[src/pkg/apt_pkg.sv]
// Package with register map, field layout, reset values and types of the timer.
package apt_pkg;

  // ----------------------------------------------------------------------
  // Register byte offsets
  // ----------------------------------------------------------------------
  localparam logic [5:0] ADDR_CTRL = 6'h00;
  localparam logic [5:0] ADDR_ACTION = 6'h04;
  localparam logic [5:0] ADDR_COUNT = 6'h08;
  localparam logic [5:0] ADDR_PERIOD = 6'h0c;
  localparam logic [5:0] ADDR_STATUS = 6'h10;
  localparam logic [5:0] ADDR_MASK = 6'h14;

  // ----------------------------------------------------------------------
  // Control register field positions
  // ----------------------------------------------------------------------
  localparam int CTRL_CLKSEL_LSB = 0;
  localparam int CTRL_PRE_BIT = 3;
  localparam int CTRL_SSE_BIT = 4;
  localparam int CTRL_TEC_LSB = 5;
  localparam int CTRL_TED_LSB = 8;
  localparam int CTRL_ISEL_LSB = 10;
  localparam int CTRL_RUN_BIT = 16;
  localparam int CTRL_STE_BIT = 17;

  // ----------------------------------------------------------------------
  // Action register bits, write-only strobes
  // ----------------------------------------------------------------------
  localparam int ACT_RUN_SET = 0;
  localparam int ACT_RUN_CLR = 1;
  localparam int ACT_CNT_RST = 2;
  localparam int ACT_STE_SET = 3;
  localparam int ACT_STE_CLR = 4;
  localparam int ACT_SOFT_CNT = 5;

  // ----------------------------------------------------------------------
  // Status bits
  // ----------------------------------------------------------------------
  localparam int STAT_PM = 0;
  localparam int STAT_ZM = 1;
  localparam int STAT_TRIG = 2;
  localparam int STAT_SSTOP = 3;
  localparam int STAT_W = 4;

  // ----------------------------------------------------------------------
  // Widths, reset values and counts
  // ----------------------------------------------------------------------
  localparam int CNT_W = 16;
  localparam int PRESC_W = 15;
  localparam int EXTRA_DIV_LOG2 = 8;
  localparam logic [15:0] COUNT_RST = 16'h0000;
  localparam logic [15:0] PERIOD_RST = 16'h0000;
  localparam logic [3:0] MASK_RST = 4'h0;
  localparam logic [1:0] RESP_OKAY = 2'h0;
  localparam logic [1:0] RESP_SLVERR = 2'h2;

  typedef enum logic [1:0] {
    APT_ISEL_TIMER = 2'h0,
    APT_ISEL_SOFT = 2'h1,
    APT_ISEL_RISE = 2'h2,
    APT_ISEL_FALL = 2'h3
  } apt_isel_e;

  typedef enum logic [2:0] {
    APT_TEC_NONE = 3'h0,
    APT_TEC_CH0 = 3'h1,
    APT_TEC_CH1 = 3'h2,
    APT_TEC_CH2 = 3'h3,
    APT_TEC_ANY = 3'h4,
    APT_TEC_PM = 3'h5,
    APT_TEC_ZMUP = 3'h6,
    APT_TEC_HALL = 3'h7
  } apt_tec_e;

  typedef struct packed {
    logic [15:0] count;
    logic [15:0] activePeriod;
    logic [15:0] shadowPeriod;
    logic run;
    logic ste;
    logic sse;
    logic pre;
    logic [2:0] clkSel;
    logic [2:0] tec;
    logic [1:0] ted;
    logic [1:0] isel;
    logic [3:0] status;
    logic [3:0] mask;
    logic bvalid;
    logic [1:0] bresp;
    logic rvalid;
    logic [1:0] rresp;
    logic [31:0] rdata;
  } apt_state_s;

endpackage

[src/rtl/apt_timer.sv]
// Top of the auxiliary period timer with its register slave.
//
// Contract
// - Timer mode: prescaled module clock, optional /256.
// - Select n divides by 2^n, times 256 when pre is set.
// - Prescaler held cleared while run is 0.
// - Counter mode: soft strobe, rising or falling edge.
// - Count up; match returns to zero.
// - Zero-match active while counter equals zero.
// - Write loads shadow period; read returns active.
// - Transfer enable set/cleared by write-one strobes.
// - Run bit by set/clear strobes and hardware.
// - Single shot stops at period end.
// - Counter reset strobe clears only counter.
// - Counter writes ignored while running.
// - Selected main-timer event sets run bit.
// - Trigger event field selects main-timer event.
// - Direction field qualifies the selected event.
// - Shadow transfer when stopped, or enabled match.
// - Sixteen-bit upward counter with equality compare.
//
// The register offsets and the AXI4-Lite interface to the registers are this design's own decisions.
`timescale 1ns/10ps
module apt_timer (
  input wire logic clk,
  input wire logic rst_n,
  input wire logic ce,
  input wire logic [5:0] s_axi_awaddr,
  input wire logic s_axi_awvalid,
  output logic s_axi_awready,
  input wire logic [31:0] s_axi_wdata,
  input wire logic [3:0] s_axi_wstrb,
  input wire logic s_axi_wvalid,
  output logic s_axi_wready,
  output logic [1:0] s_axi_bresp,
  output logic s_axi_bvalid,
  input wire logic s_axi_bready,
  input wire logic [5:0] s_axi_araddr,
  input wire logic s_axi_arvalid,
  output logic s_axi_arready,
  output logic [31:0] s_axi_rdata,
  output logic [1:0] s_axi_rresp,
  output logic s_axi_rvalid,
  input wire logic s_axi_rready,
  input wire logic externalCountInput,
  input wire logic mainCountDirection,
  input wire logic mainPeriodMatch,
  input wire logic mainZeroMatch,
  input wire logic mainCompareCh0,
  input wire logic mainCompareCh1,
  input wire logic mainCompareCh2,
  input wire logic hallStateChange,
  output logic auxPeriodMatch,
  output logic auxZeroMatch,
  output logic auxShadowTransfer,
  output logic auxRunBit,
  output logic [15:0] auxCount,
  output logic irq
);

  // ----------------------------------------------------------------------
  // Reset release
  // ----------------------------------------------------------------------
  logic rstMeta_r;
  logic rstSync_n;

  always_ff @(posedge clk or negedge rst_n) begin
    if (!rst_n) begin
      rstMeta_r <= 1'b0;
      rstSync_n <= 1'b0;
    end else begin
      rstMeta_r <= 1'b1;
      rstSync_n <= rstMeta_r;
    end
  end

  // ----------------------------------------------------------------------
  // Declarations
  // ----------------------------------------------------------------------
  apt_pkg::apt_state_s state_r;
  apt_pkg::apt_state_s state_nxt;

  logic wrFire;
  logic rdFire;
  logic [31:0] wrMask;
  logic [31:0] wrBits;
  logic [31:0] wrMerged;
  logic wrCtrl;
  logic wrAction;
  logic wrCount;
  logic wrPeriod;
  logic wrStatus;
  logic wrMaskReg;
  logic softCountStrobe;
  logic presTick;
  logic countEvent;
  logic trigger;
  logic countEn;
  logic periodMatch;
  logic zeroMatch;
  logic singleStop;
  logic [3:0] events;

  // ----------------------------------------------------------------------
  // Decode helpers
  // ----------------------------------------------------------------------
  function automatic logic hits(input logic [5:0] addr,
                                input logic [5:0] reg_addr);
    hits = (addr[5:2] == reg_addr[5:2]);
  endfunction

  function automatic logic mapped(input logic [5:0] addr);
    mapped = hits(addr, apt_pkg::ADDR_CTRL) ||
             hits(addr, apt_pkg::ADDR_ACTION) ||
             hits(addr, apt_pkg::ADDR_COUNT) ||
             hits(addr, apt_pkg::ADDR_PERIOD) ||
             hits(addr, apt_pkg::ADDR_STATUS) ||
             hits(addr, apt_pkg::ADDR_MASK);
  endfunction

  // ----------------------------------------------------------------------
  // Bus handshake
  // ----------------------------------------------------------------------
  always_comb begin
    wrFire = s_axi_awvalid && s_axi_wvalid && !state_r.bvalid && ce;
    rdFire = s_axi_arvalid && !state_r.rvalid && ce;
    s_axi_awready = wrFire;
    s_axi_wready = wrFire;
    s_axi_arready = rdFire;
    s_axi_bvalid = state_r.bvalid;
    s_axi_bresp = state_r.bresp;
    s_axi_rvalid = state_r.rvalid;
    s_axi_rresp = state_r.rresp;
    s_axi_rdata = state_r.rdata;
  end

  generate
    for (genvar b = 0; b < 4; b++) begin : g_lane
      assign wrMask[8*b +: 8] = {8{s_axi_wstrb[b]}};
    end
  endgenerate

  always_comb begin
    wrBits = s_axi_wdata & wrMask;
    wrCtrl = wrFire && hits(s_axi_awaddr, apt_pkg::ADDR_CTRL);
    wrAction = wrFire && hits(s_axi_awaddr, apt_pkg::ADDR_ACTION);
    wrCount = wrFire && hits(s_axi_awaddr, apt_pkg::ADDR_COUNT);
    wrPeriod = wrFire && hits(s_axi_awaddr, apt_pkg::ADDR_PERIOD);
    wrStatus = wrFire && hits(s_axi_awaddr, apt_pkg::ADDR_STATUS);
    wrMaskReg = wrFire && hits(s_axi_awaddr, apt_pkg::ADDR_MASK);
    softCountStrobe = wrAction && wrBits[apt_pkg::ACT_SOFT_CNT];
  end

  // ----------------------------------------------------------------------
  // Count clock sources
  // ----------------------------------------------------------------------
  apt_prescaler #(
    .WIDTH(apt_pkg::PRESC_W)
  ) i_apt_prescaler (
    .clk(clk),
    .rstSync_n(rstSync_n),
    .ce(ce),
    .run(state_r.run),
    .clkSel(state_r.clkSel),
    .extraDiv(state_r.pre),
    .tick(presTick)
  );

  apt_event_unit i_apt_event_unit (
    .clk(clk),
    .rstSync_n(rstSync_n),
    .ce(ce),
    .externalCountInput(externalCountInput),
    .softCountStrobe(softCountStrobe),
    .countInputSelect(state_r.isel),
    .triggerEventSelect(state_r.tec),
    .triggerDirectionSelect(state_r.ted),
    .mainCountDirection(mainCountDirection),
    .mainPeriodMatch(mainPeriodMatch),
    .mainZeroMatch(mainZeroMatch),
    .mainCompareCh0(mainCompareCh0),
    .mainCompareCh1(mainCompareCh1),
    .mainCompareCh2(mainCompareCh2),
    .hallStateChange(hallStateChange),
    .countEvent(countEvent),
    .trigger(trigger)
  );

  // ----------------------------------------------------------------------
  // Timer core and registers
  // ----------------------------------------------------------------------
  always_comb begin
    state_nxt = state_r;
    wrMerged = 32'h0000_0000;
    countEn = state_r.run &&
      ((state_r.isel == apt_pkg::APT_ISEL_TIMER) ? presTick
                                                 : countEvent);
    periodMatch = (state_r.count == state_r.activePeriod);
    zeroMatch = (state_r.count == apt_pkg::COUNT_RST);
    auxShadowTransfer = !state_r.run ||
                        (state_r.ste && periodMatch);
    singleStop = countEn && periodMatch && state_r.sse;

    // Counter: count up and wrap on match, or software reset/load.
    if (countEn) begin
      if (periodMatch) begin
        state_nxt.count = apt_pkg::COUNT_RST;
      end else begin
        state_nxt.count = state_r.count + 16'h0001;
      end
    end
    if (wrCount && !state_r.run) begin
      wrMerged = ({16'h0000, state_r.count} & ~wrMask) | wrBits;
      state_nxt.count = wrMerged[15:0];
    end
    if (wrAction && wrBits[apt_pkg::ACT_CNT_RST]) begin
      state_nxt.count = apt_pkg::COUNT_RST;
    end

    // Period: writes reach the shadow, transfer feeds the active copy.
    if (wrPeriod) begin
      state_nxt.shadowPeriod[7:0] = s_axi_wstrb[0] ? s_axi_wdata[7:0]
                                    : state_r.shadowPeriod[7:0];
      state_nxt.shadowPeriod[15:8] = s_axi_wstrb[1] ? s_axi_wdata[15:8]
                                     : state_r.shadowPeriod[15:8];
    end
    if (!state_r.run || (countEn && auxShadowTransfer)) begin
      state_nxt.activePeriod = state_r.shadowPeriod;
      if (state_r.run) begin
        state_nxt.ste = 1'b0;
      end
    end

    if (wrAction && wrBits[apt_pkg::ACT_STE_CLR]) begin
      state_nxt.ste = 1'b0;
    end
    if (wrAction && wrBits[apt_pkg::ACT_STE_SET]) begin
      state_nxt.ste = 1'b1;
    end

    // Run bit: clears first, then sets win.
    if ((wrAction && wrBits[apt_pkg::ACT_RUN_CLR]) || singleStop) begin
      state_nxt.run = 1'b0;
    end
    if ((wrAction && wrBits[apt_pkg::ACT_RUN_SET]) || trigger) begin
      state_nxt.run = 1'b1;
    end

    if (wrCtrl && s_axi_wstrb[0]) begin
      state_nxt.clkSel = s_axi_wdata[apt_pkg::CTRL_CLKSEL_LSB +: 3];
      state_nxt.pre = s_axi_wdata[apt_pkg::CTRL_PRE_BIT];
      state_nxt.sse = s_axi_wdata[apt_pkg::CTRL_SSE_BIT];
      state_nxt.tec = s_axi_wdata[apt_pkg::CTRL_TEC_LSB +: 3];
    end
    if (wrCtrl && s_axi_wstrb[1]) begin
      state_nxt.ted = s_axi_wdata[apt_pkg::CTRL_TED_LSB +: 2];
      state_nxt.isel = s_axi_wdata[apt_pkg::CTRL_ISEL_LSB +: 2];
    end

    // Sticky status: a new event wins over a clear.
    events = '0;
    events[apt_pkg::STAT_PM] = countEn && periodMatch;
    events[apt_pkg::STAT_ZM] = countEn && (state_r.count ==
                               state_r.activePeriod);
    events[apt_pkg::STAT_TRIG] = trigger;
    events[apt_pkg::STAT_SSTOP] = singleStop;
    if (wrStatus) begin
      state_nxt.status = state_r.status & ~wrBits[3:0];
    end
    state_nxt.status = state_nxt.status | events;
    if (wrMaskReg && s_axi_wstrb[0]) begin
      state_nxt.mask = s_axi_wdata[3:0];
    end

    if (wrFire) begin
      state_nxt.bvalid = 1'b1;
      state_nxt.bresp = mapped(s_axi_awaddr) ? apt_pkg::RESP_OKAY
                                             : apt_pkg::RESP_SLVERR;
    end else if (s_axi_bready) begin
      state_nxt.bvalid = 1'b0;
    end

    if (rdFire) begin
      state_nxt.rvalid = 1'b1;
      state_nxt.rresp = mapped(s_axi_araddr) ? apt_pkg::RESP_OKAY
                                             : apt_pkg::RESP_SLVERR;
      state_nxt.rdata = 32'h0000_0000;
      if (hits(s_axi_araddr, apt_pkg::ADDR_CTRL)) begin
        state_nxt.rdata[apt_pkg::CTRL_CLKSEL_LSB +: 3] = state_r.clkSel;
        state_nxt.rdata[apt_pkg::CTRL_PRE_BIT] = state_r.pre;
        state_nxt.rdata[apt_pkg::CTRL_SSE_BIT] = state_r.sse;
        state_nxt.rdata[apt_pkg::CTRL_TEC_LSB +: 3] = state_r.tec;
        state_nxt.rdata[apt_pkg::CTRL_TED_LSB +: 2] = state_r.ted;
        state_nxt.rdata[apt_pkg::CTRL_ISEL_LSB +: 2] = state_r.isel;
        state_nxt.rdata[apt_pkg::CTRL_RUN_BIT] = state_r.run;
        state_nxt.rdata[apt_pkg::CTRL_STE_BIT] = state_r.ste;
      end else if (hits(s_axi_araddr, apt_pkg::ADDR_COUNT)) begin
        state_nxt.rdata[15:0] = state_r.count;
      end else if (hits(s_axi_araddr, apt_pkg::ADDR_PERIOD)) begin
        state_nxt.rdata[15:0] = state_r.activePeriod;
      end else if (hits(s_axi_araddr, apt_pkg::ADDR_STATUS)) begin
        state_nxt.rdata[3:0] = state_r.status;
      end else if (hits(s_axi_araddr, apt_pkg::ADDR_MASK)) begin
        state_nxt.rdata[3:0] = state_r.mask;
      end
    end else if (s_axi_rready) begin
      state_nxt.rvalid = 1'b0;
    end
  end

  always_ff @(posedge clk or negedge rstSync_n) begin
    if (!rstSync_n) begin
      state_r <= '{
        count: apt_pkg::COUNT_RST,
        activePeriod: apt_pkg::PERIOD_RST,
        shadowPeriod: apt_pkg::PERIOD_RST,
        mask: apt_pkg::MASK_RST,
        bresp: apt_pkg::RESP_OKAY,
        rresp: apt_pkg::RESP_OKAY,
        default: '0
      };
    end else if (ce) begin
      state_r <= state_nxt;
    end
  end

  // ----------------------------------------------------------------------
  // Outputs
  // ----------------------------------------------------------------------
  always_comb begin
    auxPeriodMatch = periodMatch && state_r.run;
    auxZeroMatch = zeroMatch;
    auxRunBit = state_r.run;
    auxCount = state_r.count;
    irq = |(state_r.status & state_r.mask);
  end

endmodule

[src/rtl/apt_prescaler.sv]
// Prescaler that turns the module clock into single-cycle count ticks.
`timescale 1ns/10ps
module apt_prescaler #(
  parameter int WIDTH = 15
) (
  input wire logic clk,
  input wire logic rstSync_n,
  input wire logic ce,
  input wire logic run,
  input wire logic [2:0] clkSel,
  input wire logic extraDiv,
  output logic tick
);

  // ----------------------------------------------------------------------
  // Elaboration check
  // ----------------------------------------------------------------------
  if (WIDTH < apt_pkg::PRESC_W) begin : g_bad_width
    $error("prescaler too narrow for the largest divisor");
  end

  logic [WIDTH-1:0] presc_r;
  logic [WIDTH-1:0] presc_nxt;
  logic [WIDTH-1:0] divMask;
  logic [4:0] shift;

  // ----------------------------------------------------------------------
  // Divider
  // ----------------------------------------------------------------------
  always_comb begin
    shift = {2'h0, clkSel} + (extraDiv ? 5'h08 : 5'h00);
    divMask = ~({WIDTH{1'b1}} << shift);
    tick = run && ((presc_r & divMask) == divMask);
    presc_nxt = run ? presc_r + {{(WIDTH-1){1'b0}}, 1'b1} : '0;
  end

  always_ff @(posedge clk or negedge rstSync_n) begin
    if (!rstSync_n) begin
      presc_r <= '0;
    end else if (ce) begin
      presc_r <= presc_nxt;
    end
  end

endmodule

[src/rtl/apt_event_unit.sv]
// Count-input edge detection and main-timer trigger selection.
`timescale 1ns/10ps
module apt_event_unit (
  input wire logic clk,
  input wire logic rstSync_n,
  input wire logic ce,
  input wire logic externalCountInput,
  input wire logic softCountStrobe,
  input wire logic [1:0] countInputSelect,
  input wire logic [2:0] triggerEventSelect,
  input wire logic [1:0] triggerDirectionSelect,
  input wire logic mainCountDirection,
  input wire logic mainPeriodMatch,
  input wire logic mainZeroMatch,
  input wire logic mainCompareCh0,
  input wire logic mainCompareCh1,
  input wire logic mainCompareCh2,
  input wire logic hallStateChange,
  output logic countEvent,
  output logic trigger
);

  logic extPrev_r;
  logic rise;
  logic fall;
  logic evSel;
  logic dirOk;

  // ----------------------------------------------------------------------
  // Counter-mode events
  // ----------------------------------------------------------------------
  always_comb begin
    rise = externalCountInput && !extPrev_r;
    fall = !externalCountInput && extPrev_r;
    case (apt_pkg::apt_isel_e'(countInputSelect))
      apt_pkg::APT_ISEL_SOFT: countEvent = softCountStrobe;
      apt_pkg::APT_ISEL_RISE: countEvent = rise;
      apt_pkg::APT_ISEL_FALL: countEvent = fall;
      default: countEvent = 1'b0;
    endcase
  end

  // ----------------------------------------------------------------------
  // Main-timer trigger
  // ----------------------------------------------------------------------
  always_comb begin
    case (apt_pkg::apt_tec_e'(triggerEventSelect))
      apt_pkg::APT_TEC_CH0: evSel = mainCompareCh0;
      apt_pkg::APT_TEC_CH1: evSel = mainCompareCh1;
      apt_pkg::APT_TEC_CH2: evSel = mainCompareCh2;
      apt_pkg::APT_TEC_ANY:
        evSel = mainCompareCh0 || mainCompareCh1 || mainCompareCh2;
      apt_pkg::APT_TEC_PM: evSel = mainPeriodMatch;
      apt_pkg::APT_TEC_ZMUP: evSel = mainZeroMatch && !mainCountDirection;
      apt_pkg::APT_TEC_HALL: evSel = hallStateChange;
      default: evSel = 1'b0;
    endcase
    dirOk = (triggerDirectionSelect[0] && !mainCountDirection) ||
            (triggerDirectionSelect[1] && mainCountDirection);
    trigger = evSel && dirOk;
  end

  always_ff @(posedge clk or negedge rstSync_n) begin
    if (!rstSync_n) begin
      extPrev_r <= 1'b0;
    end else if (ce) begin
      extPrev_r <= externalCountInput;
    end
  end

endmodule

[config.mk]
export PLATFORM = sky130hd
export DESIGN_NAME = apt_timer
export DESIGN_NICKNAME = d
export VERILOG_FILES = /design/src/pkg/apt_pkg.sv /design/src/rtl/apt_timer.sv /design/src/rtl/apt_prescaler.sv /design/src/rtl/apt_event_unit.sv
export SDC_FILE = /design/constraint.sdc
export NUM_CORES = 1
export LEC_CHECK = 0
export ABC_CLOCK_PERIOD_IN_PS = 5730
export BUFFER_PORTS_ARGS = -buffer_cell sky130_fd_sc_hd__buf_2
export CORE_ASPECT_RATIO = 0.7
export CORE_MARGIN = 8
export CORE_UTILIZATION = 50
export DETAILED_ROUTE_END_ITERATION = 8
export HOLD_SLACK_MARGIN = 0.05
export PLACE_DENSITY = 0.74
export SYNTH_ARGS = -nofsm -noshare
export SYNTH_HDL_FRONTEND = slang
export SYNTH_SLANG_ARGS = --single-unit
[constraint.sdc]
create_clock -name clk -period 5.73 [get_ports clk]
set_input_delay 0.8595 -clock clk [delete_from_list [all_inputs] [get_ports clk]]
set_output_delay 0.8595 -clock clk [all_outputs]
set_load 0.02 [all_outputs]
==> results of run 1 <==
-- per-stage QoR --
stage	hold WS (ns)	util [%]
final	0.211	54.7
after floorplan	0.331	-
after global placement	0.215	52.6
after CTS	0.227	54.7
after global routing	0.246	54.7
after detailed placement	0.218	52.6
-- cell type report --
type	count	area share, %
clock inverter	3	0.329
sequential	110	40.3
multi-input combinational	439	45.6
timing repair buffer	90	6.69
inverter	11	0.604
clock buffer	11	3.55
tap	162	2.96
-- sequential cells by signal (all words and copies together), names as in the netlist --
register                    cells
rstSync_n                       1
auxRunBit                       1
s_axi_rdata                    18
rstMeta_r                       1
i_apt_event_unit.extPrev_r      1
s_axi_rvalid                    1
state_r                        53
s_axi_bresp                     1
s_axi_rresp                     1
auxCount                       16
s_axi_bvalid                    1
i_apt_prescaler.presc_r        15
-- worst max-delay path by stage --
stage / from / to / cells after the start
2_1_floorplan: rstSync_n / auxCount[0] / 0
3_3_place_gp: ce / state_r[81] / 8
3_5_place_dp: ce / state_r[78] / 8
4_1_cts: ce / state_r[79] / 8
5_1_grt: ce / state_r[79] / 8
6_report: ce / state_r[79] / 8
-- critical path, stage by stage --
cell and delay (ns):
sky130_fd_sc_hd__buf_2 0.34, sky130_fd_sc_hd__nand4b_2 0.25, sky130_fd_sc_hd__nor3_2 0.61, sky130_fd_sc_hd__a41o_1 0.27, sky130_fd_sc_hd__nand3_1 0.16, sky130_fd_sc_hd__a21oi_4 0.25, sky130_fd_sc_hd__a41o_1 0.88, sky130_fd_sc_hd__mux2_2 0.43
-- logic make-up (layout without fill, tap and decap cells) --
| group | count (synthesis) | after routing | share of synthesized area, % |
|---|---|---|---|
| xor+xnor | 29 | 29 | 3.95 |
| other cells | 2 | 17 | 0.117 |
| buf+inv | 106 | 115 | 9.84 |
| compound gates | 116 | 116 | 12.5 |
| flops | 110 | 110 | 42.8 |
| simple gates | 188 | 188 | 14.9 |
| mux | 85 | 85 | 15.2 |
| fa+ha+maj | 4 | 4 | 0.758 |
-- cells in the final DEF, fill, tap and decap left out, drive strengths merged, types with 16 or more instances in the layout --
master  netlist  routed
a21oi        16      16
buf          66      90
conb          2      17
dfrtp       110     110
mux2         62      62
mux2i        22      22
nand2        68      68
nand3        20      20
nand4        16      16
nor2         24      24
o21ai        42      42
xnor2        19      19
-- power groups by stage --
stage	logic [mW]	registers, mW	clock network, mW
6_report	0.456	0.919	0.583
3_3_place_gp	0.440	0.926	0
4_1_cts	0.453	0.917	0.587
5_1_grt	0.498	0.928	0.617
3_5_place_dp	0.452	0.931	0
2_1_floorplan	0.367	0.902	0
-- metal layers --
metal	vias to the layer above	GRT usage [%]
li1	2262	-
met1	2484	29.7
met2	224	28.4
met3	16	5.30
met4	2	4.56
met5	-	0
==> run metrics, run 1 <==
routed vias=4988; starting utilization of the core area=51.5%; number of global-route vias before repair=around 4900; post-route total power=around 2.0 mW; cell count after synthesis=640; Psw=638 µW; Pwr per Cell Area=about 290 nW/µm²; Max Used Layer=met5; DR WL met2=6.92 mm; top post-synthesis cells by area=sky130_fd_sc_hd__dfrtp_1, sky130_fd_sc_hd__mux2_2, sky130_fd_sc_hd__buf_4; predominant post-synthesis flop cell=sky130_fd_sc_hd__dfrtp_1; unrepaired setup endpoints after global routing=no; Worst slew margin=27.0%; post-route cell area=6840 µm²; cell count after placement=812; CTS tree=yes; number of placed I/O pins=126; FF/Latch Area=2760 µm²; register clock-pin slew on the reported worst setup and hold paths=~0.070 ns; maximum count of clock buffers along a single path=2; Floorplan Core Area=12500 µm²; number of H-tree levels=3; Post-Route WL=16.6 mm; Max Cap Violations=0; final global-route overflow total=0; remaining antenna violation count after routing=0; post-detailed-route via-to-cell ratio=6.04; cell internal power dissipation=between 1 and 1.5 mW; Detailed Routing Iterations Pass 1=5; Critical Path Source Type=input port; most used standard cell by instance count after synthesis=sky130_fd_sc_hd__dfrtp_1; maximum fanout count along the critical path=22; number of synthesized flops with an enable pin=0; share of Yosys cell area claimed by the top area cell type=42.8%; proportion of synthesized chip area in sequential cells=42.8%; area growth from synthesis to layout=6.30%; first-pass GRT wire length=26.7 mm; half-perimeter wire length of the detailed placement result=between 10 and 15 mm; placed instance area=6580 µm²; Post-Synthesis Cell Area=6440 µm²; Reg-to-Reg End=state_r[79]; clock network power share=29.8%; post-CTS setup repair buffer count=0; Sw Ratio=32.6%; Total Neg Setup Slack=0 ns; number of distinct standard cells referenced by the synthesized netlist=65; register-to-register path setup slack=approximately 2.3 ns; type of the most critical hold path=flop to asynchronous set/reset pin; final slew viol count=0; initial antenna violation count=1; P_leak=approximately 3.2 nW; most frequent cells after synthesis=sky130_fd_sc_hd__dfrtp_1, sky130_fd_sc_hd__nand2_1, sky130_fd_sc_hd__buf_4; Least-Margin Pin Slew=1.10 ns; area of combinational cells with multiple inputs=a little over 3000 µm²; clock root buffer master=sky130_fd_sc_hd__clkbuf_16; largest area contributor in the netlist=sky130_fd_sc_hd__dfrtp_1; maximum number of pins on one net before global-route repair=~90; pre-CTS setup slack=approximately 1.6 ns; number of clock sinks=110; result of the run=finished, final reports clean; routed wire length per instance=between 20 and 25 µm; Inserted Clock Buffers=9; Avg Inst Size Synth=10.1 µm²; DRC errors left=0; number of placement rows=34; width of the die=between 150 and 200 µm; final count of hold timing violations=0; share of total power in combinational logic=23.3%; peak supply drop=0.151 mV; smallest setup slack after layout=1.90 ns; GRT Total Usage=20.1%; Final min period=3.83 ns; final worst-path cycle share=66.8%; type of element capturing the critical path=flop; ratio of cells with drive above 1 in the final layout=roughly 27%; Worst Reg2Reg Path Length in Cells=7; Required @ worst endpoint=5.96 ns; Achievable Freq=261 MHz; startpoint of the worst-slack reg-to-reg timing path=s_axi_bvalid; routed length on met3=1.64 mm; count of buffers from port buffering=87; synthesized flop and latch total=110; Syn. warnings=0; Die Span Y=111 µm; clock latency on the worst-skew pair=0.35 ns; net count reported at finish=roughly 730; CTS-repair resized insts=0; placer's final routability congestion estimate=0.871; final setup violation count=0; DIE AREA=between 15000 and 20000 µm²; CTS Hold Bufs=0; Async S/R FF share, synth=100%; arrival time at the worst endpoint=4.06 ns; post-route clock skew=between 0.005 and 0.006 ns; Setup CP Type=input port to flop; met1 wire length=7.78 mm; Final Non-Filler Cells=826; share of power burned in registers=47.0%; violation count after the first detailed-route iteration=524; number of fill cells=~1100; antenna cell count=0
Power figures use the tool's default switching activity.
==> inputs of run 2 (changes only) <==
- ABC_CLOCK_PERIOD_IN_PS: 5730 -> 3340
- PLACE_DENSITY: 0.74 -> 0.77
- clock period: 5.73 -> 3.34 ns (I/O delays scaled with it)
==> run metrics, run 2 (same netlist as run 1, synthesis figures left out) <==
first-pass GRT wire length=26.8 mm (+0.46%); clock latency on the worst-skew pair=0.35 ns (about the same); placer's final routability congestion estimate=0.870 (about the same); most used cells in the layout excluding fill and tap cells=sky130_fd_sc_hd__dfrtp_1, sky130_fd_sc_hd__buf_2, sky130_fd_sc_hd__nand2_1; Critical Path Source Type=flop; number of placed I/O pins=126 (unchanged); CTS tree=yes; Post-Route Utilization=56.0% (+1.3 points); ratio of cells with drive above 1 in the final layout=28.4% (+1.0 points); half-perimeter wire length of the detailed placement result=12.5 mm (+1.3%); number of placement rows=34 (unchanged); type of element capturing the critical path=output pin; Worst slew margin=22.7% (-4.3 points); maximum count of clock buffers along a single path=2 (unchanged); width of the die=152 µm (unchanged); final setup violation count=0 (unchanged); share of total power in combinational logic=21.8% (-1.5 points); Achievable Freq=approximately 340 MHz; Least-Margin Pin Slew=1.16 ns (+0.0639 ns); Detailed Routing Iterations Pass 1=5 (unchanged); unrepaired setup endpoints after global routing=no; final slew viol count=0 (unchanged); number of global-route vias before repair=4892 (+0.16%); arrival time at the worst endpoint=2.43 ns (-1.63 ns); count of buffers from port buffering=87 (unchanged); leading cell type in the layout, fill and taps excluded=sky130_fd_sc_hd__dfrtp_1; peak supply drop=0.314 mV (+110%); P_leak=3.34 nW (+3.1%); area growth from synthesis to layout=8.90%; met1 wire length=7.57 mm (-2.7%); post-CTS setup repair buffer count=0 (unchanged); register with the highest flop count=state_r; number of clock sinks=110 (unchanged); initial antenna violation count=1 (unchanged); DR WL met2=7.36 mm (+6.3%); Floorplan Core Area=12500 µm² (unchanged); Max Used Layer=met5; register clock-pin slew on the reported worst setup and hold paths=0.07 ns (about the same); DRC errors left=0 (unchanged); result of the run=finished, final reports clean; worst hold slack after final layout=0.356 ns (+0.145 ns); Required @ worst endpoint=2.84 ns (-3.12 ns); antenna cell count=0 (unchanged); Total Neg Setup Slack=0 ns (unchanged); Psw=1.12 mW (+76%); Sw Ratio=30.9% (-1.7 points); clock root buffer master=sky130_fd_sc_hd__clkbuf_16; area of combinational cells with multiple inputs=3110 µm² (-0.16%); Final min period=2.93 ns; post-route clock skew=0.00749 ns (+0.00168 ns); remaining antenna violation count after routing=0 (unchanged); final global-route overflow total=0 (unchanged); Post-Route WL=16.9 mm (+2.0%); Max Cap Violations=0 (unchanged); share of power burned in registers=43.7% (-3.3 points); Die Span Y=111 µm (unchanged); number of fill cells=1117 (+0.090%); routed vias=5026 (+0.76%); maximum number of pins on one net before global-route repair=89 (+1.1%); Pwr per Cell Area=519 nW/µm² (+81%); clock network power share=34.5% (+4.7 points); DIE AREA=16800 µm² (unchanged); cell internal power dissipation=2.51 mW (+91%); FF/Latch Area=2760 µm² (unchanged); violation count after the first detailed-route iteration=428 (-18%); Setup CP Type=flop to output pin; type of the most critical hold path=flop to flop; maximum fanout count along the critical path=19 (-14%); net count reported at finish=737 (+1.2%); smallest setup slack after layout=0.408 ns (-1.49 ns); routed length on met3=1.73 mm (+5.5%); post-detailed-route via-to-cell ratio=6.00 (-0.56%); Largest register FFs=53 (unchanged); final count of hold timing violations=0 (unchanged); pre-CTS setup slack=0.673 ns (-0.883 ns); final worst-path cycle share=just under 90%; Inserted Clock Buffers=9 (unchanged); starting utilization of the core area=51.5% (unchanged); GRT Total Usage=20.2% (+0.13 points); number of H-tree levels=3 (unchanged); routed wire length per instance=20.2 µm (+0.68%)
==> run 2: cell types whose count changed in the layout (fill, tap and decap cells not counted) <==
cell,previous run,this run
sky130_fd_sc_hd__bufinv_16,0,3
sky130_fd_sc_hd__nor3b_2,1,0
sky130_fd_sc_hd__dlygate4sd3_1,0,1
sky130_fd_sc_hd__clkbuf_1,1,0
sky130_fd_sc_hd__clkinvlp_4,3,0
sky130_fd_sc_hd__clkinv_4,0,2
sky130_fd_sc_hd__buf_12,0,1
sky130_fd_sc_hd__buf_4,3,10
sky130_fd_sc_hd__nor3b_1,4,5
sky130_fd_sc_hd__inv_6,0,1
==> run 2: metal layers <==
layer	vias to the layer above	GRT usage (%)
li1	2273	-
met1	2502	29.2
met2	227	29.5
met3	22	4.73
met4	2	5.34
met5	-	0
==> run 2: worst paths after layout <==
kind                       depth (start not counted)         from  slack [ns]        endpoint
max in group asynchronous                          1    rstSync_n        1.87  s_axi_rdata[7]
hold reg to reg                                    0    rstMeta_r        0.36       rstSync_n
hold / removal                                     0    rstMeta_r        0.36       rstSync_n
setup reg to reg                                   8  state_r[54]        0.64     state_r[76]
setup / recovery                                   6  auxCount[7]        0.41  auxPeriodMatch
min in group asynchronous                          2        rst_n        0.45       rstSync_n
==> run 2: metrics by stage <==
step | instance area, µm² | power (mW) | std cells
2_1_floorplan | 6490 | 2.18 | 655
3_3_place_gp | 6640 | 2.35 | 820
3_5_place_dp | 6640 | 2.39 | 820
4_1_cts | 7010 | 3.64 | 837
5_1_grt | 7010 | 3.78 | 837
6_report | 7010 | 3.64 | 837
==> run 2: power by group through the flow <==
stage	logic [mW]	registers (mW)	clock network, mW
3_3_place_gp	0.752	1.60	0
5_1_grt	0.856	1.61	1.32
6_report	0.792	1.59	1.26
2_1_floorplan	0.630	1.55	0
3_5_place_dp	0.776	1.61	0
4_1_cts	0.780	1.58	1.27
==> run 2: worst max-delay path, cell delays in order, from the launching register on <==
cell,delay [ns]
sky130_fd_sc_hd__dfrtp_1,0.60
sky130_fd_sc_hd__xnor2_1,0.17
sky130_fd_sc_hd__nand4_1,0.16
sky130_fd_sc_hd__nor4_2,0.46
sky130_fd_sc_hd__buf_4,0.33
sky130_fd_sc_hd__and2_1,0.18
sky130_fd_sc_hd__buf_2,0.17
==> run 2: timing repair <==
| action | CTS | global route |
|---|---|---|
| hold endpoints to repair | 2 | 0 |
| gates resized for setup | 0 | 0 |
| hold buffers | 1 | 0 |
==> run 2: layout make-up <==
class	count	area share (%)
well taps	162	2.89
flip-flops and latches	110	39.3
multi-input cells	439	44.4
inverters	11	0.589
clock buffers	10	3.41
repair buffers	99	7.71
clock inverters	6	1.66
